==> config.mk <==
export PLATFORM = sky130hd
export DESIGN_NAME = pmic_device_flat
export DESIGN_NICKNAME = d
export VERILOG_FILES = /design/src/common/pmic_pkg.sv /design/src/common/pmic_if.sv /design/src/rtl/pmic_device.sv /design/src/flat_wrapper.sv
export SDC_FILE = /design/constraint.sdc
export NUM_CORES = 1
export LEC_CHECK = 0
export ABC_AREA = 1
export BUFFER_PORTS_ARGS = -buffer_cell sky130_fd_sc_hd__buf_2
export CAP_MARGIN = 40
export CORE_ASPECT_RATIO = 0.8
export CORE_MARGIN = 2
export CORE_UTILIZATION = 55
export DETAILED_ROUTE_END_ITERATION = 8
export PLACE_DENSITY_LB_ADDON = 0.15
export SYNTH_ARGS = -nofsm -noshare
export SYNTH_HDL_FRONTEND = slang
export SYNTH_SLANG_ARGS = --single-unit
==> constraint.sdc <==
create_clock -name sys_clk -period 1.8 [get_ports sys_clk]
set_input_delay 0.36 -clock sys_clk [delete_from_list [all_inputs] [get_ports sys_clk]]
set_output_delay 0.36 -clock sys_clk [all_outputs]
set_load 0.005 [all_outputs]
==> src/common/pmic_pkg.sv <==
package pmic_pkg;
  localparam int ADDR_W = 8;
  localparam int DATA_W = 8;
  // device register map
  localparam logic [7:0] ADDR_CONV_CTRL   = 8'h0a;
  localparam logic [7:0] ADDR_CONV_RESULT = 8'h0b;
  localparam logic [7:0] ADDR_INT_MASK    = 8'h0c;
  localparam logic [7:0] ADDR_INT_REQ     = 8'h0d;
  // converter control fields
  localparam int CC_SRC_LSB = 0;
  localparam int CC_ENABLE  = 2;
  localparam int CC_START   = 3;
  localparam int CC_DONE    = 4;
  localparam int CC_RANGE   = 7;
  localparam logic [7:0] CC_WRITE_MASK = 8'h8f;
  // converter sources
  localparam logic [1:0] SRC_BATT_VOLT = 2'h0;
  localparam logic [1:0] SRC_CHG_CURR  = 2'h1;
  localparam logic [1:0] SRC_EXT_A     = 2'h2;
  localparam logic [1:0] SRC_EXT_B     = 2'h3;
  // interrupt bit positions
  localparam int EV_ADAPTER_CONNECT = 0;
  localparam int EV_ADAPTER_REMOVE  = 1;
  localparam int EV_USB_CONNECT     = 2;
  localparam int EV_USB_DISCONNECT  = 3;
  localparam int EV_BATTERY_LOW     = 4;
  localparam int EV_THERMAL_ALARM   = 5;
  localparam int EV_CONV_DONE       = 6;
  localparam int EV_CHG_TIMEOUT     = 7;
  // reset values
  localparam logic [7:0] CONV_CTRL_RESET = 8'h00;
  localparam logic [7:0] INT_MASK_RESET  = 8'h00;
  localparam logic [7:0] ZERO_BYTE       = 8'h00;
  // timing
  localparam int CLK_HZ          = 50_000_000;
  localparam int WARMUP_US       = 2000;
  localparam int INTEG_US        = 2000;
  localparam int REF_STEPS       = 256;
  localparam int WARMUP_CYCLES   = (WARMUP_US * (CLK_HZ / 1_000_000));
  localparam int INTEG_CYCLES    = (INTEG_US * (CLK_HZ / 1_000_000));
  localparam int STEP_CYCLES     = INTEG_CYCLES / REF_STEPS;
  localparam int RELEASE_CYCLES  = 1000;
  localparam int COUNT_W         = 17;
  // host controller register map
  localparam logic [7:0] HOST_ADDR_CMD    = 8'h00;
  localparam logic [7:0] HOST_ADDR_MASK   = 8'h01;
  localparam logic [7:0] HOST_ADDR_STATUS = 8'h02;
  localparam logic [7:0] HOST_ADDR_EVENTS = 8'h03;
  localparam logic [7:0] HOST_ADDR_RESULT = 8'h04;
  localparam int HC_SRC_LSB = 0;
  localparam int HC_RANGE   = 2;
  localparam int HC_ENABLE  = 3;
  localparam int HC_PACK    = 4;
  localparam int HC_GO      = 5;
  localparam logic [7:0] HOST_CMD_RESET = 8'h00;
endpackage : pmic_pkg

==> src/common/pmic_if.sv <==
interface pmic_if;
  logic [7:0] addr;
  logic [7:0] wdata;
  logic       wr;
  logic       rd;
  logic [7:0] rdata;
  logic       irq_o;
  logic       irq_oe;
  logic       rst_o;
  logic       rst_oe;
  logic       power_acknowledge_in;
  logic       interrupt_request_out_n;
  logic       system_reset_out_n;

  // open-drain wires with pull-up
  assign interrupt_request_out_n = irq_oe ? irq_o : 1'b1;
  assign system_reset_out_n      = rst_oe ? rst_o : 1'b1;

  modport device (
    input  addr,
    input  wdata,
    input  wr,
    input  rd,
    input  power_acknowledge_in,
    output rdata,
    output irq_o,
    output irq_oe,
    output rst_o,
    output rst_oe
  );

  modport host (
    output addr,
    output wdata,
    output wr,
    output rd,
    output power_acknowledge_in,
    input  rdata,
    input  interrupt_request_out_n,
    input  system_reset_out_n
  );
endinterface : pmic_if

==> src/rtl/pmic_device.sv <==
module pmic_device #(
  parameter int WARMUP_CYCLES  = pmic_pkg::WARMUP_CYCLES,
  parameter int INTEG_CYCLES   = pmic_pkg::INTEG_CYCLES,
  parameter int STEP_CYCLES    = pmic_pkg::STEP_CYCLES,
  parameter int RELEASE_CYCLES = pmic_pkg::RELEASE_CYCLES
) (
  input  wire logic       sys_clk,
  input  wire logic       rstn,
  input  wire logic       ce,
  pmic_if.device          link,
  input  wire logic       adapter_supply_in,
  input  wire logic       usb_present_in,
  input  wire logic       battery_low_warn_in,
  input  wire logic       thermal_alarm_in,
  input  wire logic       thermal_shutdown_in,
  input  wire logic       safety_timer_expired_in,
  input  wire logic       standby_mode_in,
  input  wire logic       power_off_mode_in,
  input  wire logic       charger_standby_in,
  input  wire logic       integrator_zero_in,
  output logic [1:0]      source_select,
  output logic            range_wide,
  output logic            converter_powered,
  output logic            integrate_input,
  output logic            integrate_reference,
  output logic            force_standby
);
  typedef enum logic [3:0] {
    S_IDLE  = 4'b0001,
    S_WARM  = 4'b0010,
    S_INTEG = 4'b0100,
    S_DEINT = 4'b1000
  } conv_state_e;

  localparam logic [16:0] WARM_LAST  = 17'(WARMUP_CYCLES - 1);
  localparam logic [16:0] INTEG_LAST = 17'(INTEG_CYCLES - 1);
  localparam logic [16:0] STEP_LAST  = 17'(STEP_CYCLES - 1);
  localparam logic [16:0] REL_LAST   = 17'(RELEASE_CYCLES - 1);
  localparam logic [16:0] COUNT_ZERO = 17'h0_0000;

  conv_state_e state_reg;
  logic [7:0]  converter_control_reg;
  logic [7:0]  converter_result_reg;
  logic [7:0]  interrupt_mask_reg;
  logic [7:0]  interrupt_request_reg;
  logic [7:0]  pending_hold_reg;
  logic [7:0]  interrupt_request_next;
  logic [7:0]  pending_hold_next;
  logic [7:0]  rdata_reg;
  logic [7:0]  ref_steps_reg;
  logic [16:0] count_reg;
  logic [16:0] rst_count_reg;
  logic        irq_drive_reg;
  logic        rst_drive_reg;
  logic        warm_done_reg;
  logic        start_pending_reg;
  logic        adapter_prev_reg;
  logic        usb_prev_reg;
  logic        batt_prev_reg;
  logic        thermal_prev_reg;
  logic        timer_prev_reg;
  logic        force_standby_reg;
  logic [7:0]  events;
  logic        wr_ctrl;
  logic        start_write;
  logic        conv_done;
  logic        enabled;
  logic        irq_clear;
  logic        low_mode;

  function automatic logic hit(input logic strobe, input logic [7:0] a, input logic [7:0] t);
    hit = strobe && (a == t);
  endfunction : hit

  assign enabled     = converter_control_reg[pmic_pkg::CC_ENABLE];
  assign wr_ctrl     = hit(link.wr, link.addr, pmic_pkg::ADDR_CONV_CTRL);
  assign start_write = wr_ctrl && link.wdata[pmic_pkg::CC_START]
                       && !converter_control_reg[pmic_pkg::CC_START];
  assign conv_done   = (state_reg == S_DEINT) && (count_reg == STEP_LAST)
                       && (integrator_zero_in || (ref_steps_reg == 8'hff));
  assign irq_clear   = hit(link.rd, link.addr, pmic_pkg::ADDR_INT_REQ);
  assign low_mode    = standby_mode_in || power_off_mode_in || charger_standby_in
                       || force_standby_reg;

  // edge events; standby does not gate capture, and no source outranks another
  always_comb begin
    events = pmic_pkg::ZERO_BYTE;
    events[pmic_pkg::EV_ADAPTER_CONNECT] = adapter_supply_in && !adapter_prev_reg;
    events[pmic_pkg::EV_ADAPTER_REMOVE]  = !adapter_supply_in && adapter_prev_reg;
    events[pmic_pkg::EV_USB_CONNECT]     = usb_present_in && !usb_prev_reg;
    events[pmic_pkg::EV_USB_DISCONNECT]  = !usb_present_in && usb_prev_reg;
    events[pmic_pkg::EV_BATTERY_LOW]     = battery_low_warn_in && !batt_prev_reg;
    events[pmic_pkg::EV_THERMAL_ALARM]   = thermal_alarm_in && !thermal_prev_reg;
    events[pmic_pkg::EV_CONV_DONE]       = conv_done;
    events[pmic_pkg::EV_CHG_TIMEOUT]     = safety_timer_expired_in && !timer_prev_reg;
  end

  // events in the clearing cycle go to the hidden buffer instead of being lost
  always_comb begin
    if (irq_clear) begin
      interrupt_request_next = pmic_pkg::ZERO_BYTE;
      pending_hold_next      = pending_hold_reg | events;
    end else begin
      interrupt_request_next = interrupt_request_reg | pending_hold_reg | events;
      pending_hold_next      = pmic_pkg::ZERO_BYTE;
    end
  end

  // all control state takes its reset value while the power-on reset is low
  always_ff @(posedge sys_clk) begin
    if (!rstn) begin
      adapter_prev_reg <= 1'b0;
      usb_prev_reg     <= 1'b0;
      batt_prev_reg    <= 1'b0;
      thermal_prev_reg <= 1'b0;
      timer_prev_reg   <= 1'b0;
    end else if (ce) begin
      adapter_prev_reg <= adapter_supply_in;
      usb_prev_reg     <= usb_present_in;
      batt_prev_reg    <= battery_low_warn_in;
      thermal_prev_reg <= thermal_alarm_in;
      timer_prev_reg   <= safety_timer_expired_in;
    end
  end

  always_ff @(posedge sys_clk) begin
    if (!rstn) begin
      interrupt_request_reg <= pmic_pkg::ZERO_BYTE;
      pending_hold_reg      <= pmic_pkg::ZERO_BYTE;
      irq_drive_reg         <= 1'b0;
    end else if (ce) begin
      interrupt_request_reg <= interrupt_request_next;
      pending_hold_reg      <= pending_hold_next;
      // pin drops one cycle after a clearing read, then returns if any unmasked event pended
      irq_drive_reg <= |(interrupt_request_next & ~interrupt_mask_reg);
    end
  end

  always_ff @(posedge sys_clk) begin
    if (!rstn) begin
      interrupt_mask_reg <= pmic_pkg::INT_MASK_RESET;
    end else if (ce && hit(link.wr, link.addr, pmic_pkg::ADDR_INT_MASK)) begin
      interrupt_mask_reg <= link.wdata;
    end
  end

  always_ff @(posedge sys_clk) begin
    if (!rstn) begin
      converter_control_reg <= pmic_pkg::CONV_CTRL_RESET;
    end else if (ce) begin
      if (wr_ctrl) begin
        converter_control_reg <= (link.wdata & pmic_pkg::CC_WRITE_MASK)
                                 | (converter_control_reg & ~pmic_pkg::CC_WRITE_MASK);
        if (start_write) begin
          converter_control_reg[pmic_pkg::CC_DONE] <= 1'b0;
        end
      end
      if (conv_done) begin
        converter_control_reg[pmic_pkg::CC_DONE] <= 1'b1;
      end
    end
  end

  always_ff @(posedge sys_clk) begin
    if (!rstn) begin
      start_pending_reg <= 1'b0;
    end else if (ce) begin
      if (start_write && (link.wdata[pmic_pkg::CC_ENABLE] || enabled)) begin
        start_pending_reg <= 1'b1;
      end else if (!enabled || (state_reg == S_INTEG)) begin
        start_pending_reg <= 1'b0;
      end
    end
  end

  // only off-to-on needs warm-up; warm state survives while enable stays set
  always_ff @(posedge sys_clk) begin
    if (!rstn) begin
      state_reg     <= S_IDLE;
      count_reg     <= COUNT_ZERO;
      ref_steps_reg <= pmic_pkg::ZERO_BYTE;
      warm_done_reg <= 1'b0;
    end else if (ce) begin
      if (!enabled) begin
        state_reg     <= S_IDLE;
        count_reg     <= COUNT_ZERO;
        warm_done_reg <= 1'b0;
      end else begin
        case (state_reg)
          S_IDLE: begin
            count_reg <= COUNT_ZERO;
            if (!warm_done_reg) begin
              state_reg <= S_WARM;
            end else if (start_pending_reg) begin
              state_reg <= S_INTEG;
            end
          end
          S_WARM: begin
            count_reg <= count_reg + 17'h0_0001;
            if (count_reg == WARM_LAST) begin
              warm_done_reg <= 1'b1;
              state_reg     <= S_IDLE;
            end
          end
          S_INTEG: begin
            count_reg <= count_reg + 17'h0_0001;
            if (count_reg == INTEG_LAST) begin
              count_reg     <= COUNT_ZERO;
              ref_steps_reg <= pmic_pkg::ZERO_BYTE;
              state_reg     <= S_DEINT;
            end
          end
          S_DEINT: begin
            count_reg <= count_reg + 17'h0_0001;
            if (count_reg == STEP_LAST) begin
              count_reg     <= COUNT_ZERO;
              ref_steps_reg <= ref_steps_reg + 8'h01;
              if (conv_done) begin
                state_reg <= S_IDLE;
              end
            end
          end
          default: begin
            state_reg <= S_IDLE;
          end
        endcase
      end
    end
  end

  always_ff @(posedge sys_clk) begin
    if (!rstn) begin
      converter_result_reg <= pmic_pkg::ZERO_BYTE;
    end else if (ce && conv_done) begin
      converter_result_reg <= ref_steps_reg;
    end
  end

  always_ff @(posedge sys_clk) begin
    if (!rstn) begin
      rdata_reg <= pmic_pkg::ZERO_BYTE;
    end else if (ce) begin
      if (hit(link.rd, link.addr, pmic_pkg::ADDR_CONV_CTRL)) begin
        rdata_reg <= converter_control_reg;
      end else if (hit(link.rd, link.addr, pmic_pkg::ADDR_CONV_RESULT)) begin
        rdata_reg <= converter_result_reg;
      end else if (hit(link.rd, link.addr, pmic_pkg::ADDR_INT_MASK)) begin
        rdata_reg <= interrupt_mask_reg;
      end else if (irq_clear) begin
        rdata_reg <= interrupt_request_reg | pending_hold_reg;
      end else begin
        rdata_reg <= pmic_pkg::ZERO_BYTE;
      end
    end
  end

  always_ff @(posedge sys_clk) begin
    if (!rstn) begin
      force_standby_reg <= 1'b0;
    end else if (ce) begin
      force_standby_reg <= thermal_shutdown_in;
    end
  end

  // release delay restarts from zero every time a low-power mode is seen
  always_ff @(posedge sys_clk) begin
    if (!rstn) begin
      rst_count_reg <= COUNT_ZERO;
      rst_drive_reg <= 1'b1;
    end else if (ce) begin
      if (low_mode) begin
        rst_count_reg <= COUNT_ZERO;
        rst_drive_reg <= 1'b1;
      end else if (rst_count_reg == REL_LAST) begin
        rst_drive_reg <= 1'b0;
      end else begin
        rst_count_reg <= rst_count_reg + 17'h0_0001;
      end
    end
  end

  always_ff @(posedge sys_clk) begin
    if (!rstn) begin
      source_select       <= pmic_pkg::SRC_BATT_VOLT;
      range_wide          <= 1'b0;
      converter_powered   <= 1'b0;
      integrate_input     <= 1'b0;
      integrate_reference <= 1'b0;
    end else if (ce) begin
      source_select       <= converter_control_reg[pmic_pkg::CC_SRC_LSB +: 2];
      range_wide          <= converter_control_reg[pmic_pkg::CC_RANGE];
      converter_powered   <= enabled;
      integrate_input     <= (state_reg == S_INTEG);
      integrate_reference <= (state_reg == S_DEINT) && !conv_done;
    end
  end

  assign force_standby = force_standby_reg;
  assign link.rdata    = rdata_reg;
  assign link.irq_o    = 1'b0;
  assign link.irq_oe   = irq_drive_reg;
  assign link.rst_o    = 1'b0;
  assign link.rst_oe   = rst_drive_reg;
endmodule : pmic_device

==> src/flat_wrapper.sv <==
// flat-port wrapper written by rule: the top's interface ports become plain ports
module pmic_device_flat 
#(
  parameter int WARMUP_CYCLES  = pmic_pkg::WARMUP_CYCLES,
  parameter int INTEG_CYCLES   = pmic_pkg::INTEG_CYCLES,
  parameter int STEP_CYCLES    = pmic_pkg::STEP_CYCLES,
  parameter int RELEASE_CYCLES = pmic_pkg::RELEASE_CYCLES
)
  (sys_clk, rstn, ce, adapter_supply_in, usb_present_in, battery_low_warn_in, thermal_alarm_in, thermal_shutdown_in, safety_timer_expired_in, standby_mode_in, power_off_mode_in, charger_standby_in, integrator_zero_in, source_select, range_wide, converter_powered, integrate_input, integrate_reference, force_standby, link_addr, link_wdata, link_wr, link_rd, link_power_acknowledge_in, link_rdata, link_irq_o, link_irq_oe, link_rst_o, link_rst_oe);
  pmic_if link_i ();
  input  wire logic sys_clk;
  input  wire logic rstn;
  input  wire logic ce;
  input  wire logic adapter_supply_in;
  input  wire logic usb_present_in;
  input  wire logic battery_low_warn_in;
  input  wire logic thermal_alarm_in;
  input  wire logic thermal_shutdown_in;
  input  wire logic safety_timer_expired_in;
  input  wire logic standby_mode_in;
  input  wire logic power_off_mode_in;
  input  wire logic charger_standby_in;
  input  wire logic integrator_zero_in;
  output logic [1:0] source_select;
  output logic range_wide;
  output logic converter_powered;
  output logic integrate_input;
  output logic integrate_reference;
  output logic force_standby;
  input wire logic [$bits(link_i.addr)-1:0] link_addr;
  input wire logic [$bits(link_i.wdata)-1:0] link_wdata;
  input wire logic [$bits(link_i.wr)-1:0] link_wr;
  input wire logic [$bits(link_i.rd)-1:0] link_rd;
  input wire logic [$bits(link_i.power_acknowledge_in)-1:0] link_power_acknowledge_in;
  output wire logic [$bits(link_i.rdata)-1:0] link_rdata;
  output wire logic [$bits(link_i.irq_o)-1:0] link_irq_o;
  output wire logic [$bits(link_i.irq_oe)-1:0] link_irq_oe;
  output wire logic [$bits(link_i.rst_o)-1:0] link_rst_o;
  output wire logic [$bits(link_i.rst_oe)-1:0] link_rst_oe;
  assign link_i.addr = link_addr;
  assign link_i.wdata = link_wdata;
  assign link_i.wr = link_wr;
  assign link_i.rd = link_rd;
  assign link_i.power_acknowledge_in = link_power_acknowledge_in;
  assign link_rdata = link_i.rdata;
  assign link_irq_o = link_i.irq_o;
  assign link_irq_oe = link_i.irq_oe;
  assign link_rst_o = link_i.rst_o;
  assign link_rst_oe = link_i.rst_oe;
  pmic_device #(.WARMUP_CYCLES(WARMUP_CYCLES), .INTEG_CYCLES(INTEG_CYCLES), .STEP_CYCLES(STEP_CYCLES), .RELEASE_CYCLES(RELEASE_CYCLES)) u_core (.sys_clk(sys_clk), .rstn(rstn), .ce(ce), .link(link_i), .adapter_supply_in(adapter_supply_in), .usb_present_in(usb_present_in), .battery_low_warn_in(battery_low_warn_in), .thermal_alarm_in(thermal_alarm_in), .thermal_shutdown_in(thermal_shutdown_in), .safety_timer_expired_in(safety_timer_expired_in), .standby_mode_in(standby_mode_in), .power_off_mode_in(power_off_mode_in), .charger_standby_in(charger_standby_in), .integrator_zero_in(integrator_zero_in), .source_select(source_select), .range_wide(range_wide), .converter_powered(converter_powered), .integrate_input(integrate_input), .integrate_reference(integrate_reference), .force_standby(force_standby));
endmodule
== Yosys cells after proc, flatten, opt, wreduce, memory -nomap -nowiden ==
Cells that the tools add are included.
Widths: inputs -> output; s select.

* Register bits after elaboration: 110
* Logic and storage cells: 142

* Eq/ne operators: 23
* Add/sub/neg operators: 3
* Muxes and demuxes: 33
* Reduce and logical (&&, ||, !) cells: 51
* Bitwise operators: 6

{| class="wikitable"
|+ Operator list
! cell !! count
|-
| $mux 17 || 5
|-
| $pmux 17 s4 || 1
|-
| $mux 8 || 8
|-
| $add 17x1->17 const B || 2
|-
| $eq 8x4->1 const B || 4
|-
| $mux 4 || 7
|-
| $or 8x8->8 || 3
|-
| $logic_and 1x1->1 || 21
|-
| $eq 17x10->1 const B || 1
|-
| $eq 17x17->1 const B || 1
|-
| $eq 17x9->1 const B || 1
|-
| $pmux 4 s4 || 1
|-
| $pmux 8 s2 || 1
|-
| $ne 3x3->1 const B || 4
|-
| $reduce_and 2->1 || 6
|-
| $logic_not 1->1 || 10
|-
| $mux 1 || 9
|-
| $add 8x1->8 const B || 1
|-
| $and 8x8->8 || 1
|-
| $eq 8x8->1 const B || 1
|-
| $not 8->8 || 1
|-
| $or 8x7->8 || 1
|-
| $reduce_bool 2->1 || 4
|-
| $reduce_or 8->1 || 1
|-
| 13 further kinds || 21
|}

== Longest topological paths before layout ==
Gate-level depths: netlist of run 1.

* Depth after elaboration: 7
* Mapped depth: 13
* Gate-level depth less buffers: 13

== Worst setup path after synthesis of run 1 ==
No wires, ideal clock.

* Kind: flip-flop to flip-flop
* From: register u_core.count_reg[0]
* To: register u_core.count_reg[13]
* Stages on the path, launching flop included: 14
* Setup slack: 0.176 ns
* Clock period less this slack: 1.624 ns
* Library setup time: 0.116 ns
* Buffers on the path: 1
* Arrival time: 1.508 ns
* Data required time: 1.684 ns
* Cells stage by stage: dfxtp_1 -> ha_1 -> nand2_1 -> inv_2 -> nand2_2 -> nor2_1 -> nand2_1 -> nand2_2 -> nand3_2 -> nand2_1 -> nand2_2 -> nand2_2 -> buf_6 -> nor2_1

* Longest elaborated chain between the ends: 4
* Elaborated cells on any way between the ends: 7
* Classes of those cells: add/sub: 1; eq/ne: 2; mux: 4

{| class="wikitable"
|+ Ends and longest elaborated chain
! element !! line !! text
|-
| start, declared || pmic_device.sv:51 || <nowiki>logic [16:0] count_reg;</nowiki>
|-
| start signal, assigned || pmic_device.sv:199 || <nowiki>count_reg <= count_reg + 17'h0_0001;</nowiki>
|-
| start signal, assigned || pmic_device.sv:206 || <nowiki>count_reg <= count_reg + 17'h0_0001;</nowiki>
|-
| start signal, assigned || pmic_device.sv:214 || <nowiki>count_reg <= count_reg + 17'h0_0001;</nowiki>
|-
| $add 17x1->17, or another cell as far along || pmic_device.sv:199, pmic_device.sv:206, pmic_device.sv:214 ||
|-
| $mux 17, on equally long branches || pmic_device.sv:215, pmic_device.sv:207 ||
|-
| $pmux 17 s4 (*) || pmic_device.sv:189 || <nowiki>case (state_reg)</nowiki>
|-
| $mux 17 (*) || pmic_device.sv:184 || <nowiki>if (!enabled) begin</nowiki>
|}

Mark *: on every way between the ends. The rest lies on a longest branch, timed or not.
A chain may end at the register's enable or synchronous reset.

== Final worst setup path of run 1 ==
* From: register u_core.state_reg[0]
* To: register u_core.count_reg[4]

* Longest elaborated chain between the ends: 3
* Elaborated cells on any way between the ends: 8
* Classes of those cells: eq/ne: 5; mux: 2; reduce/logical: 1

{| class="wikitable"
|+ Ends and longest elaborated chain
! element !! line !! text
|-
| start, declared || pmic_device.sv:41 || <nowiki>conv_state_e state_reg;</nowiki>
|-
| start signal, assigned || pmic_device.sv:179 || <nowiki>state_reg <= S_IDLE;</nowiki>
|-
| start signal, assigned || pmic_device.sv:185 || <nowiki>state_reg <= S_IDLE;</nowiki>
|-
| start signal, assigned || pmic_device.sv:193 || <nowiki>state_reg <= S_WARM;</nowiki>
|-
| $eq 4x4->1, or another cell as far along || pmic_device.sv:189 ||
|-
| $pmux 17 s4 or $ne 5x5->1 (tied branches) || - ||
|-
| $mux 17 or $reduce_and 2->1 (tied branches) || - ||
|}

Several ways; a longest one is shown, not always the timed one.

==> results.md, run 1 <==
- Wire length of the first global-routing pass: 23.2 mm
- Critical Path Source Type: flop
- Y dimension of the die: 94.2 um
- Post-place setup slack: -0.00303 ns
- Share of post-route cells with drive strength above 1: 0.180
- Post-Synthesis Cells: 831
- Worst-path maximum fanout: 7
- DR top layer: met4
- Pin count of the biggest net entering global routing: 41
- Die ar.: 0.0110 mm2
- Post-Synthesis Cell Area: 0.00560 mm2
- F_max: 592 MHz
- Required time at the endpoint of the critical path: 2.07 ns
- Number of enable flip-flop cells after synthesis: 0
- Sinks on the clock net: 108
- Top-Level Pins: 51
- Type of the setup path with the least slack: reg2reg
- Cts hold-fix bufs: 0
- Final Max Tran Viols: 0
- Post-route ant nets: 0
- Portion of the clock cycle consumed by the worst path in the final layout: 0.939
- Setup repair after global routing missed its margin: true
- Post-synthesis register bit count: 108
- Time the final worst path needs with I/O delays and setup: 1.69 ns
- Slew margin rel.: 0.631
- Number of port buffers: 47
- Horizontal die dimension: 117 um
- Post-Route Skew: 0.00925 ns
- Clock-pin slew of the registers on the worst-case setup and hold paths: 0.08 ns
- Arrival time reported for the critical path endpoint: 1.96 ns
- Distinct cells, synth: 39
- Fin Setup TNS: 0 ns
- GRT Overall Usage: 0.265
- Total Routed Length: 14.2 mm
- Synth Warn #: 0
- CTS buffer count: 9
- Clock tree root buffer cell: sky130_fd_sc_hd__clkbuf_16
- Wire length per cell after detailed routing: 13.7 um
- Per-cell via count in the routed design: 5.39
- Vias in the first global route: 5107
- Clock tree from TritonCTS: yes
- Antenna violations before repair: 0
- Type of element capturing the critical path: flop
- Seq/Total Area, Yosys: 0.386
- DRC errors left: 0
- Peak supply drop: 0.000564 V
- Total grt overflow: 0
- Detailed route wirelength on metal2: 6.48 mm
- Vias after detailed routing: 5598
- Async set or reset register ratio after synthesis: 0
- Area growth from synthesis to final layout: 18.3%
- Number of levels the H-tree was split into: 3
- Gpl congestion: 0.939
- Area after DPL: 0.00611 mm2
- Max-cap violation count: 0
- Fin worst setup slack: 0.109 ns
- Final Hold Fails: 0
- Initial DRC count: 390
- Run status: finished clean
- Maximum number of buffers from clock root to sink: 2
- Initial Utilization: 0.573
- Placed wire-length estimate after detailed placement: 10.4 mm
- Worst-Skew Late Latency: 0.35 ns
- Kind of path behind the tightest hold check: in2reg
- Leading cell types by total area after synthesis: sky130_fd_sc_hd__dfxtp_1 39%, sky130_fd_sc_hd__nand2_1 11%, sky130_fd_sc_hd__nor2_1 8.4%
- Ys flop type: sky130_fd_sc_hd__dfxtp_1
- Placeable Area: 0.00977 mm2
- Detailed Routing Iterations Pass 1: 7
- Mean instance size in the synthesized netlist: 6.74 um2
- Design Power: 4.95 mW
- Total length of routed met3 wires: 688 um
- Actual slew at the worst max-slew pin: 0.549 ns
- Row Count: 32
- Met1 Routed Length: 6.79 mm
- Layout Nets: 933
- Antenna diodes: 0
- Final instance area: 0.00662 mm2
- Top cell type's share of synthesized area: 0.386
- Leakage: 2.70 nW
- Power Dens Cells: 748 mW/mm2
- Count of filler cells inserted in the layout: 891
- Setup-violating endpoint count in the final report: 0
- Most area-hungry cell type in the Yosys netlist: sky130_fd_sc_hd__dfxtp_1
Yosys cell counts, types with 3 or more instances:
master / number
sky130_fd_sc_hd__a211oi_1: 8
sky130_fd_sc_hd__a21oi_1: 68
sky130_fd_sc_hd__a21oi_2: 5
sky130_fd_sc_hd__buf_2: 6
sky130_fd_sc_hd__buf_6: 6
sky130_fd_sc_hd__clkbuf_1: 16
sky130_fd_sc_hd__dfxtp_1: 108
sky130_fd_sc_hd__ha_1: 4
sky130_fd_sc_hd__inv_1: 83
sky130_fd_sc_hd__inv_2: 6
sky130_fd_sc_hd__nand2_1: 168
sky130_fd_sc_hd__nand2_2: 6
sky130_fd_sc_hd__nand3_1: 65
sky130_fd_sc_hd__nand3_2: 5
sky130_fd_sc_hd__nand4_1: 17
sky130_fd_sc_hd__nor2_1: 126
sky130_fd_sc_hd__nor2_4: 3
sky130_fd_sc_hd__nor3_1: 19
sky130_fd_sc_hd__o21ai_0: 66
sky130_fd_sc_hd__o21ai_1: 4
sky130_fd_sc_hd__or2_2: 4
sky130_fd_sc_hd__xor2_1: 14
worst max-delay path, cell delays in order, from the launching register on:
cell and delay, ns:
sky130_fd_sc_hd__dfxtp_1 0.35, sky130_fd_sc_hd__nor2_2 0.21, sky130_fd_sc_hd__nand3_4 0.17, sky130_fd_sc_hd__inv_2 0.17, sky130_fd_sc_hd__nand2_2 0.13, sky130_fd_sc_hd__nand3_4 0.09, sky130_fd_sc_hd__nand2_2 0.06, sky130_fd_sc_hd__nand2_2 0.09
sky130_fd_sc_hd__nand2_4 0.07, sky130_fd_sc_hd__buf_12 0.14, sky130_fd_sc_hd__nor3_1 0.12
layout by cell type, fill, tap and decap left out, types with 2 or more instances in the layout:
cell	synthesis	layout
sky130_fd_sc_hd__dfxtp_2	0	2
sky130_fd_sc_hd__buf_2	6	47
sky130_fd_sc_hd__o21ai_1	4	5
sky130_fd_sc_hd__nand3_2	5	4
sky130_fd_sc_hd__or2_2	4	4
sky130_fd_sc_hd__clkinv_1	2	2
sky130_fd_sc_hd__clkbuf_16	0	10
sky130_fd_sc_hd__buf_4	2	33
sky130_fd_sc_hd__ha_2	0	2
sky130_fd_sc_hd__nand2_2	6	10
sky130_fd_sc_hd__nand2_4	0	4
sky130_fd_sc_hd__xor2_1	14	14
sky130_fd_sc_hd__buf_12	0	3
sky130_fd_sc_hd__nand3b_1	2	2
sky130_fd_sc_hd__a21oi_1	68	66
sky130_fd_sc_hd__nand2_1	168	160
sky130_fd_sc_hd__inv_1	83	81
sky130_fd_sc_hd__nand3_4	1	4
sky130_fd_sc_hd__inv_2	6	7
sky130_fd_sc_hd__a21oi_2	5	7
sky130_fd_sc_hd__o21ai_4	1	2
sky130_fd_sc_hd__a211oi_1	8	8
sky130_fd_sc_hd__nor3b_1	2	2
sky130_fd_sc_hd__nand4_1	17	17
sky130_fd_sc_hd__nor3_1	19	18
sky130_fd_sc_hd__o21ai_0	66	65
sky130_fd_sc_hd__conb_1	1	2
sky130_fd_sc_hd__dfxtp_1	108	105
sky130_fd_sc_hd__and3_1	2	2
sky130_fd_sc_hd__nor2_2	2	4
sky130_fd_sc_hd__nor2_4	3	4
sky130_fd_sc_hd__inv_8	0	2
sky130_fd_sc_hd__nand3_1	65	63
sky130_fd_sc_hd__nor2_1	126	123
kinds of logic (layout without fill, tap and decap cells):
logic type / count (synthesis) / in the layout / synth area share
DFF: 108 / 108 / 0.386
adders and majority gates: 4 / 4 / 0.00894
buffers and inverters: 122 / 192 / 0.0934
other: 1 / 2 / 0.000670
and+or+nand+nor: 425 / 425 / 0.336
AOI/OAI and AO/OA: 156 / 156 / 0.151
xor gates and xnor gates: 15 / 15 / 0.0235
area by class of cell:
cell class | instances | area [um2] | share of cell area
Sequential cell | 108 | 2170 | 0.328
Clock buffer | 9 | 225 | 0.0340
Timing Repair Buffer | 85 | 579 | 0.0875
Tap cell | 136 | 170 | 0.0257
Inverter | 91 | 344 | 0.0520
Multi-Input combinational cell | 602 | 3040 | 0.459
Clock inverter | 7 | 93.8 | 0.0142
layer usage:
layer | GRT usage | up-vias
li1 | - | 2839
met1 | 0.361 | 2585
met2 | 0.430 | 153
met3 | 0.0471 | 21
met4 | 0.0784 | 0
met5 | 0 | -
stage by stage:
stage           util  std cells  hold WS [ns]
2_1_floorplan      -        832         0.420
3_3_place_gp   0.625       1018         0.432
3_5_place_dp   0.625       1018         0.444
4_1_cts        0.658       1034         0.230
5_1_grt        0.678       1038         0.264
6_report       0.678       1038         0.234
report_power, final:
part	switching, mW	internal (mW)	total, mW
sequential	0.0277	2.43	2.46
combinational	0.242	0.146	0.387
clock	0.981	1.12	2.10
total	1.25	3.70	4.95
final timing paths:
kind | startpoint | to | slack (ns) | cells past startpoint
setup / recovery | u_core.state_reg[0]$_SDFFE_PN1P_ | u_core.count_reg[4]$_SDFFE_PN0P_ | 0.11 | 10
hold / removal | thermal_shutdown_in | u_core.force_standby$_SDFFE_PN0P_ | 0.23 | 3
setup reg to reg | u_core.state_reg[0]$_SDFFE_PN1P_ | u_core.count_reg[4]$_SDFFE_PN0P_ | 0.11 | 10
hold reg to reg | u_core.pending_hold_reg[5]$_SDFFE_PN0P_ | u_core.pending_hold_reg[5]$_SDFFE_PN0P_ | 0.46 | 2
timing repair:
action,4_1_cts,5_1_grt
pin swaps,0,9
buffers inserted,0,3
gates cloned,0,1
setup endpoints to repair,3,54
gates resized for setup,1,37
(Power assumes the default switching activity.)
==> inputs of run 2 (changes only) <==
Settings changed: CELL_PAD_IN_SITES_DETAIL_PLACEMENT set to 1, CELL_PAD_IN_SITES_GLOBAL_PLACEMENT set to 1, CORE_UTILIZATION 55 to 43.
==> run 2 against run 1 <==
  * Die area is 27% higher
  * Non-clock buffer count rose by 2
  * Sequential share of layout area down 0.56 points
  * Hold slack better by 0.00054 ns
  * Clock skew shrank 0.0028 ns
  * Via count up 1.9%
  * Setup slack lost 0.071 ns
  * Combinational power rose by 6.2%
  * Highest routed layer is now met5
  * Maximum frequency down 4.0%
  * Register-to-register slack got worse by 0.07 ns
==> results.md, run 2 (synthesis results as in run 1) <==
- Slew margin rel.: 0.577 (-0.0540)
- Time the final worst path needs with I/O delays and setup: 1.76 ns (+0.0709 ns)
- Type of the setup path with the least slack: reg2reg
- DRC errors left: 0 (unchanged)
- Post-route ant nets: 0 (unchanged)
- Fin Setup TNS: 0 ns (unchanged)
- Fin worst setup slack: 0.0385 ns (-0.0709 ns)
- Worst Reg2Reg Path Length in Cells: 8 (-2)
- Antenna violations before repair: 1 (+1)
- Vias in the first global route: 5903 (+16%)
- Sinks on the clock net: 108 (unchanged)
- Leakage: 2.71 nW (+0.61%)
- Layout Nets: 935 (+0.21%)
- Gr busiest metal: met2
- Worst Setup SP: u_core.state_reg[1]$_SDFFE_PN0P_
- Net switching share of the total power: 0.256 (+0.00296)
- GRT Overall Usage: 0.252 (-0.0135)
- Top-Level Pins: 51 (unchanged)
- Kind of path behind the tightest hold check: in2reg
- Number of levels the H-tree was split into: 3 (unchanged)
- Run status: finished clean
- Portion of the clock cycle consumed by the worst path in the final layout: 0.979 (+0.0394)
- Final Hold Fails: 0 (unchanged)
- Hold_ws: 0.234 ns (+0.000541 ns)
- Critical register-to-register path endpoint: u_core.count_reg[2]$_SDFFE_PN0P_
- Post-Route Skew: 0.00649 ns (-0.00276 ns)
- Area growth from synthesis to final layout: 20.6%
- Worst-path maximum fanout: 12 (+5)
- Wire length per cell after detailed routing: 16.6 um (+22%)
- Clock-pin slew of the registers on the worst-case setup and hold paths: 0.07 ns (about the same)
- CTS buffer count: 9 (unchanged)
- Setup-violating endpoint count in the final report: 0 (unchanged)
- Commonest cells after routing, fill and taps aside: 159 x sky130_fd_sc_hd__nand2_1, 123 x sky130_fd_sc_hd__nor2_1, 103 x sky130_fd_sc_hd__dfxtp_1
- Detailed Routing Iterations Pass 1: 4 (-3)
- Worst Min Path Start: link_wdata[5]
- Peak supply drop: 0.000499 V (-12%)
- Type of element capturing the critical path: flop
- Arrival time reported for the critical path endpoint: 2.03 ns (+0.07 ns)
- Number of port buffers: 47 (unchanged)
- Row Count: 37 (+16%)
- Setup repair after global routing missed its margin: true
- Wire length of the first global-routing pass: 28.5 mm (+23%)
- Y dimension of the die: 106 um (+13%)
- Per-cell via count in the routed design: 5.29 (-1.9%)
- Die ar.: 0.0140 mm2 (+27%)
- Portion of total power attributed to the clock network: 0.417 (-0.007)
- Pin count of the biggest net entering global routing: 49 (+20%)
- Initial Utilization: 0.438 (-0.135)
- RR Startpoint: u_core.state_reg[1]$_SDFFE_PN0P_
- Met1 Usage GRT: 0.307 (-0.0541)
- Switching power total: 1.26 mW (+0.92%)
- Design Power: 4.94 mW (-0.25%)
- Power Dens Cells: 731 mW/mm2 (-2.2%)
- Maximum number of buffers from clock root to sink: 2 (unchanged)
- F_max: 568 MHz (-4.0%)
- Required time at the endpoint of the critical path: 2.07 ns (about the same)
- Placed wire-length estimate after detailed placement: 12.7 mm (+23%)
- Vias after detailed routing: 5704 (+1.9%)
- Placeable Area: 0.0128 mm2 (+31%)
- Clock tree root buffer cell: sky130_fd_sc_hd__clkbuf_16
- Antenna diodes: 0 (unchanged)
- Final Max Tran Viols: 0 (unchanged)
- Post-place setup slack: -0.0714 ns (-0.0684 ns)
- End of the worst hold path: u_core.interrupt_mask_reg[5]$_SDFFE_PN0P_
- Worst-Skew Late Latency: 0.36 ns (about the same)
- Total Routed Length: 17.9 mm (+26%)
- Total grt overflow: 0 (unchanged)
- Initial DRC count: 331 (-15%)
- Reg2reg setup slack: 0.04 ns (-0.07 ns)
- Share of post-route cells with drive strength above 1: 0.186 (+0.00645)
- Actual slew at the worst max-slew pin: 0.630 ns (+0.0811 ns)
- Int Power: 3.67 mW (-0.64%)
- Horizontal die dimension: 132 um (+13%)
- Most common cell after layout, fill and taps aside: sky130_fd_sc_hd__nand2_1
- Clock tree from TritonCTS: yes
- Cells on Worst Hold Path: 3 (unchanged)
- Global routing met2 resource utilization: 0.448 (+0.0180)
- Gpl congestion: 0.838 (-11%)
- GR Util met3: 0.0515 (+0.00441)
- Combinational group share of total power: 0.083 (+0.005)
- Critical Path Source Type: flop
- Relative contribution of sequential cells to total power: 0.499 (+0.002)
- Max-cap violation count: 0 (unchanged)
## run 2: cell types whose count changed in the layout (fill, tap and decap cells not counted), sizes merged
cell / delta
buf: +3
clkbuf: -1
clkinv: -1
clkinvlp: +1
inv: -1
## run 2: power groups by stage
stage	combinational, mW	sequential (mW)	clock, mW
finish	0.411	2.46	2.06
floorplan	0.239	2.51	0
global placement	0.377	2.51	0
detailed placement	0.393	2.52	0
CTS	0.399	2.46	2.10
global route	0.455	2.47	2.19
## run 2: layer usage
| metal | wire [um] | vias to the layer above | share of wire |
|---|---|---|---|
| met5 | 13 | - | 0.00073 |
| met4 | 302 | 2 | 0.017 |
| met3 | 598 | 32 | 0.033 |
| met1 | 8130 | 2756 | 0.45 |
| met2 | 8880 | 85 | 0.50 |
| li1 | - | 2829 | - |
## run 2: stage by stage
step	area, um2	cells	util
2_1_floorplan	5600	832	-
3_3_place_gp	6160	1053	0.482
3_5_place_dp	6160	1053	0.482
4_1_cts	6490	1069	0.508
5_1_grt	6750	1078	0.528
6_report	6750	1078	0.528
## run 2: worst max path at each step
stage                                                 to  slack [ns]  cells past startpoint
floorplan              u_core.count_reg[13]$_SDFFE_PN0P_        0.18                     13
global placement    u_core.rst_count_reg[6]$_SDFFE_PN0P_        0.01                      7
detailed placement      u_core.state_reg[3]$_SDFFE_PN0P_       -0.07                     14
CTS                     u_core.count_reg[3]$_SDFFE_PN0P_       0.006                     13
global route           u_core.count_reg[16]$_SDFFE_PN0P_       -0.02                     12
finish                  u_core.count_reg[2]$_SDFFE_PN0P_        0.04                      8
## run 2: what timing repair did
action                     CTS  global route
resized for setup            6            50
setup buffers                1             9
pin swaps                    1            14
hold buffers                 0             0
setup endpoints to repair   41            57
## run 2: critical path: stages, from the launching register on
cell,delay (ns)
sky130_fd_sc_hd__dfxtp_1,0.39
sky130_fd_sc_hd__inv_1,0.09
sky130_fd_sc_hd__nand3_1,0.15
sky130_fd_sc_hd__nand3_1,0.17
sky130_fd_sc_hd__o21ai_4,0.21
sky130_fd_sc_hd__inv_4,0.10
sky130_fd_sc_hd__buf_4,0.19
sky130_fd_sc_hd__and3_1,0.16
sky130_fd_sc_hd__nor3_1,0.21
## run 2: cell type report
cell class / instances / area [um2]
fill: 1705 / 6030
multi-input combinational: 602 / 3080
sequential: 108 / 2170
timing repair buffer: 87 / 638
inverter: 91 / 347
clock buffer: 9 / 225
tap: 175 / 219
clock inverter: 6 / 72.6
==> inputs of run 3 (changes only) <==
Settings changed: MAX_ROUTING_LAYER set to met4, SETUP_SLACK_MARGIN set to 0.1.
==> run 3 against run 2 <==
  * Combinational power grew 11%
  * The run now ends with setup timing left
  * Non-clock buffer count grew 15
  * Largest cell class unchanged
  * Critical path type unchanged
  * Wire length grew 13%
  * Hold slack lost 0.0018 ns
  * Sequential share of layout area shrank 1.7 points
  * Power grew 1.4%
  * Maximum frequency shrank 3.3%
  * Sequential power is essentially flat
  * Cell area grew 6.5%
  * Clock skew grew 0.0030 ns
  * Highest routed layer is now met4
  * Clock-buffer cell count is the same
  * Clock power is essentially flat
==> results.md, run 3 (synthesis results as in run 1) <==
- Type of element capturing the critical path: flop
- RR Startpoint: u_core.count_reg[3]$_SDFFE_PN0P_
- CP bufs+invs: 3 (unchanged)
- Maximum number of buffers from clock root to sink: 2 (unchanged)
- Setup-violating endpoint count in the final report: 4 (+4)
- Arrival time reported for the critical path endpoint: 2.09 ns (+0.06 ns)
- Sinks on the clock net: 108 (unchanged)
- Layout Nets: 951 (+1.7%)
- Vias after detailed routing: 5898 (+3.4%)
- Horizontal die dimension: 132 um (unchanged)
- F_max: 549 MHz (-3.3%)
- Worst Reg2Reg Path Length in Cells: 11 (+3)
- Post-route ant nets: 0 (unchanged)
- Final Max Tran Viols: 0 (unchanged)
- Gr busiest metal: met2
- Power Dens Cells: 696 mW/mm2 (-4.8%)
- Die ar.: 0.0140 mm2 (unchanged)
- Run status: complete, but fails checks
- Antenna violations before repair: 1 (unchanged)
- Type of the setup path with the least slack: reg2reg
- Cells on Worst Hold Path: 3 (unchanged)
- Worst path top cell family by delay: simple AND/OR/NAND/NOR gates
- Worst-path maximum fanout: 4 (-8)
- Final cell count without fillers: 1095 (+1.6%)
- Peak supply drop: 0.000494 V (-1.0%)
- Worst setup path endpoint: u_core.ref_steps_reg[1]$_SDFFE_PN0P_
- Wire length of the first global-routing pass: 29.9 mm (+5.1%)
- Required time at the endpoint of the critical path: 2.06 ns (about the same)
- Gpl congestion: 0.851 (+1.6%)
- Slew margin rel.: 0.572 (-0.00562)
- Violated checks: setup timing
- Met1 Usage GRT: 0.322 (+0.0148)
- GR Util met3: 0.0567 (+0.00525)
- Pin count of the biggest net entering global routing: 49 (unchanged)
- Clock tree root buffer cell: sky130_fd_sc_hd__clkbuf_16
- Leakage: 2.87 nW (+5.9%)
- Placeable Area: 0.0128 mm2 (unchanged)
- Critical Path Source Type: flop
- Critical register-to-register path endpoint: u_core.ref_steps_reg[1]$_SDFFE_PN0P_
- Post-place setup slack: -0.0714 ns (unchanged)
- DRC errors left: 0 (unchanged)
- Actual slew at the worst max-slew pin: 0.638 ns (+0.00837 ns)
- Cell at the slowest stage of the critical path: sky130_fd_sc_hd__dfxtp_1
- Worst Setup SP: u_core.count_reg[3]$_SDFFE_PN0P_
- Initial DRC count: 383 (+16%)
- Kind of path behind the tightest hold check: in2reg
- Clock tree from TritonCTS: yes
- Setup repair after global routing missed its margin: true
- Fin worst setup slack: -0.0222 ns (-0.0607 ns)
- Per-cell via count in the routed design: 5.39 (+1.8%)
- Reg2reg setup slack: -0.02 ns (-0.06 ns)
- Detailed Routing Iterations Pass 1: 5 (+1)
- Biggest cell delay along the critical path: 0.42 ns (+0.03 ns)
- Number of levels the H-tree was split into: 3 (unchanged)
- Top-Level Pins: 51 (unchanged)
- Total stage count of the critical path: 11 (+3)
- Clock-pin slew of the registers on the worst-case setup and hold paths: 0.08 ns (about the same)
- Global routing met2 resource utilization: 0.476 (+0.0280)
- Final Hold Fails: 0 (unchanged)
- Initial Utilization: 0.438 (unchanged)
- Commonest cells after routing, fill and taps aside: 149 x sky130_fd_sc_hd__nand2_1, 108 x sky130_fd_sc_hd__nor2_1, 94 x sky130_fd_sc_hd__dfxtp_1
- Post-Route Skew: 0.00947 ns (+0.00298 ns)
- Most common cell after layout, fill and taps aside: sky130_fd_sc_hd__nand2_1
- Row Count: 37 (unchanged)
- CP Cell Sequence: nand2_1 -> inv_1 -> nand2_4 -> nor2_4 -> nand2_2 -> nand2_2 -> buf_6 -> nand4_1 -> buf_4 -> o21ai_2 -> nor2_2
- Share of post-route cells with drive strength above 1: 0.274 (+0.0882)
- Worst-Skew Late Latency: 0.37 ns (about the same)
- Number of port buffers: 47 (unchanged)
- GRT Overall Usage: 0.276 (+0.0239)
- Max-cap violation count: 0 (unchanged)
- Total grt overflow: 0 (unchanged)
- Area growth from synthesis to final layout: 28.4%
- Y dimension of the die: 106 um (unchanged)
- Placed wire-length estimate after detailed placement: 12.7 mm (unchanged)
- Most common cell on crit path: sky130_fd_sc_hd__nand2_2
- CTS buffer count: 9 (unchanged)
- Vias in the first global route: 6124 (+3.7%)
- Placed insts: 1053 (unchanged)
- Total Routed Length: 20.3 mm (+13%)
- Time the final worst path needs with I/O delays and setup: 1.82 ns (+0.0607 ns)
- Wire length per cell after detailed routing: 18.6 um (+12%)
- Count of filler cells inserted in the layout: 1656 (-2.9%)
- Portion of the clock cycle consumed by the worst path in the final layout: 1.01 (+0.0337)
[run 3: cell type report]
| class | count | area (um2) | share of cell area |
|---|---|---|---|
| Clock buffer | 9 | 225 | 0.0313 |
| Sequential cell | 108 | 2190 | 0.305 |
| Inverter | 91 | 347 | 0.0482 |
| Antenna cell | 1 | 2.50 | 0.000348 |
| Timing Repair Buffer | 102 | 790 | 0.110 |
| Multi-Input combinational cell | 603 | 3340 | 0.465 |
| Clock inverter | 6 | 72.6 | 0.0101 |
| Tap cell | 175 | 219 | 0.0305 |
[run 3: stage by stage]
stage | TNS, ns | power (mW) | utilization | hold slack, ns | area, um2
6_report | -0.0478 | 5.00 | 0.563 | 0.232 | 7190
5_1_grt | -1.11 | 5.17 | 0.563 | 0.252 | 7190
4_1_cts | 0 | 4.99 | 0.533 | 0.225 | 6810
3_5_place_dp | -0.949 | 2.91 | 0.482 | 0.455 | 6160
3_3_place_gp | 0 | 2.89 | 0.482 | 0.432 | 6160
2_1_floorplan | 0 | 2.75 | - | 0.420 | 5600
[run 3: worst min-delay path, stage by stage]
cell,delay [ns]
sky130_fd_sc_hd__buf_2,0.08
sky130_fd_sc_hd__nor2_1,0.04
sky130_fd_sc_hd__nor2_1,0.08
[run 3: power by group]
| part | total (mW) | switching, mW | internal (mW) | leakage (nW) |
|---|---|---|---|---|
| Clock | 2.09 | 0.998 | 1.09 | 0.141 |
| Sequential | 2.46 | 0.0316 | 2.43 | 0.884 |
| Combinational | 0.455 | 0.284 | 0.170 | 1.85 |
[run 3: worst min path at each step]
stage	slack [ns]	from	end
2_1_floorplan	0.42	u_core.pending_hold_reg[5]$_SDFFE_PN0P_	u_core.pending_hold_reg[5]$_SDFFE_PN0P_
3_3_place_gp	0.43	u_core.pending_hold_reg[5]$_SDFFE_PN0P_	u_core.pending_hold_reg[5]$_SDFFE_PN0P_
3_5_place_dp	0.45	u_core.pending_hold_reg[5]$_SDFFE_PN0P_	u_core.pending_hold_reg[5]$_SDFFE_PN0P_
4_1_cts	0.23	link_wdata[5]	u_core.interrupt_mask_reg[5]$_SDFFE_PN0P_
5_1_grt	0.25	link_wdata[5]	u_core.interrupt_mask_reg[5]$_SDFFE_PN0P_
6_report	0.23	link_wdata[5]	u_core.interrupt_mask_reg[5]$_SDFFE_PN0P_
[run 3: metal layers]
metal	part of all wire	routed length, um
met5	0	0
met4	0.023	468
met3	0.035	711
met2	0.51	10400
met1	0.43	8770
[run 3: what timing repair did]
| item | CTS | global route |
|---|---|---|
| gates resized for setup | 63 | 91 |
| hold buffers | 0 | 0 |
| setup buffers | 14 | 10 |
| endpoints found under the setup margin | 58 | 58 |
| cloned | 1 | 1 |
| pin swaps | 24 | 24 |
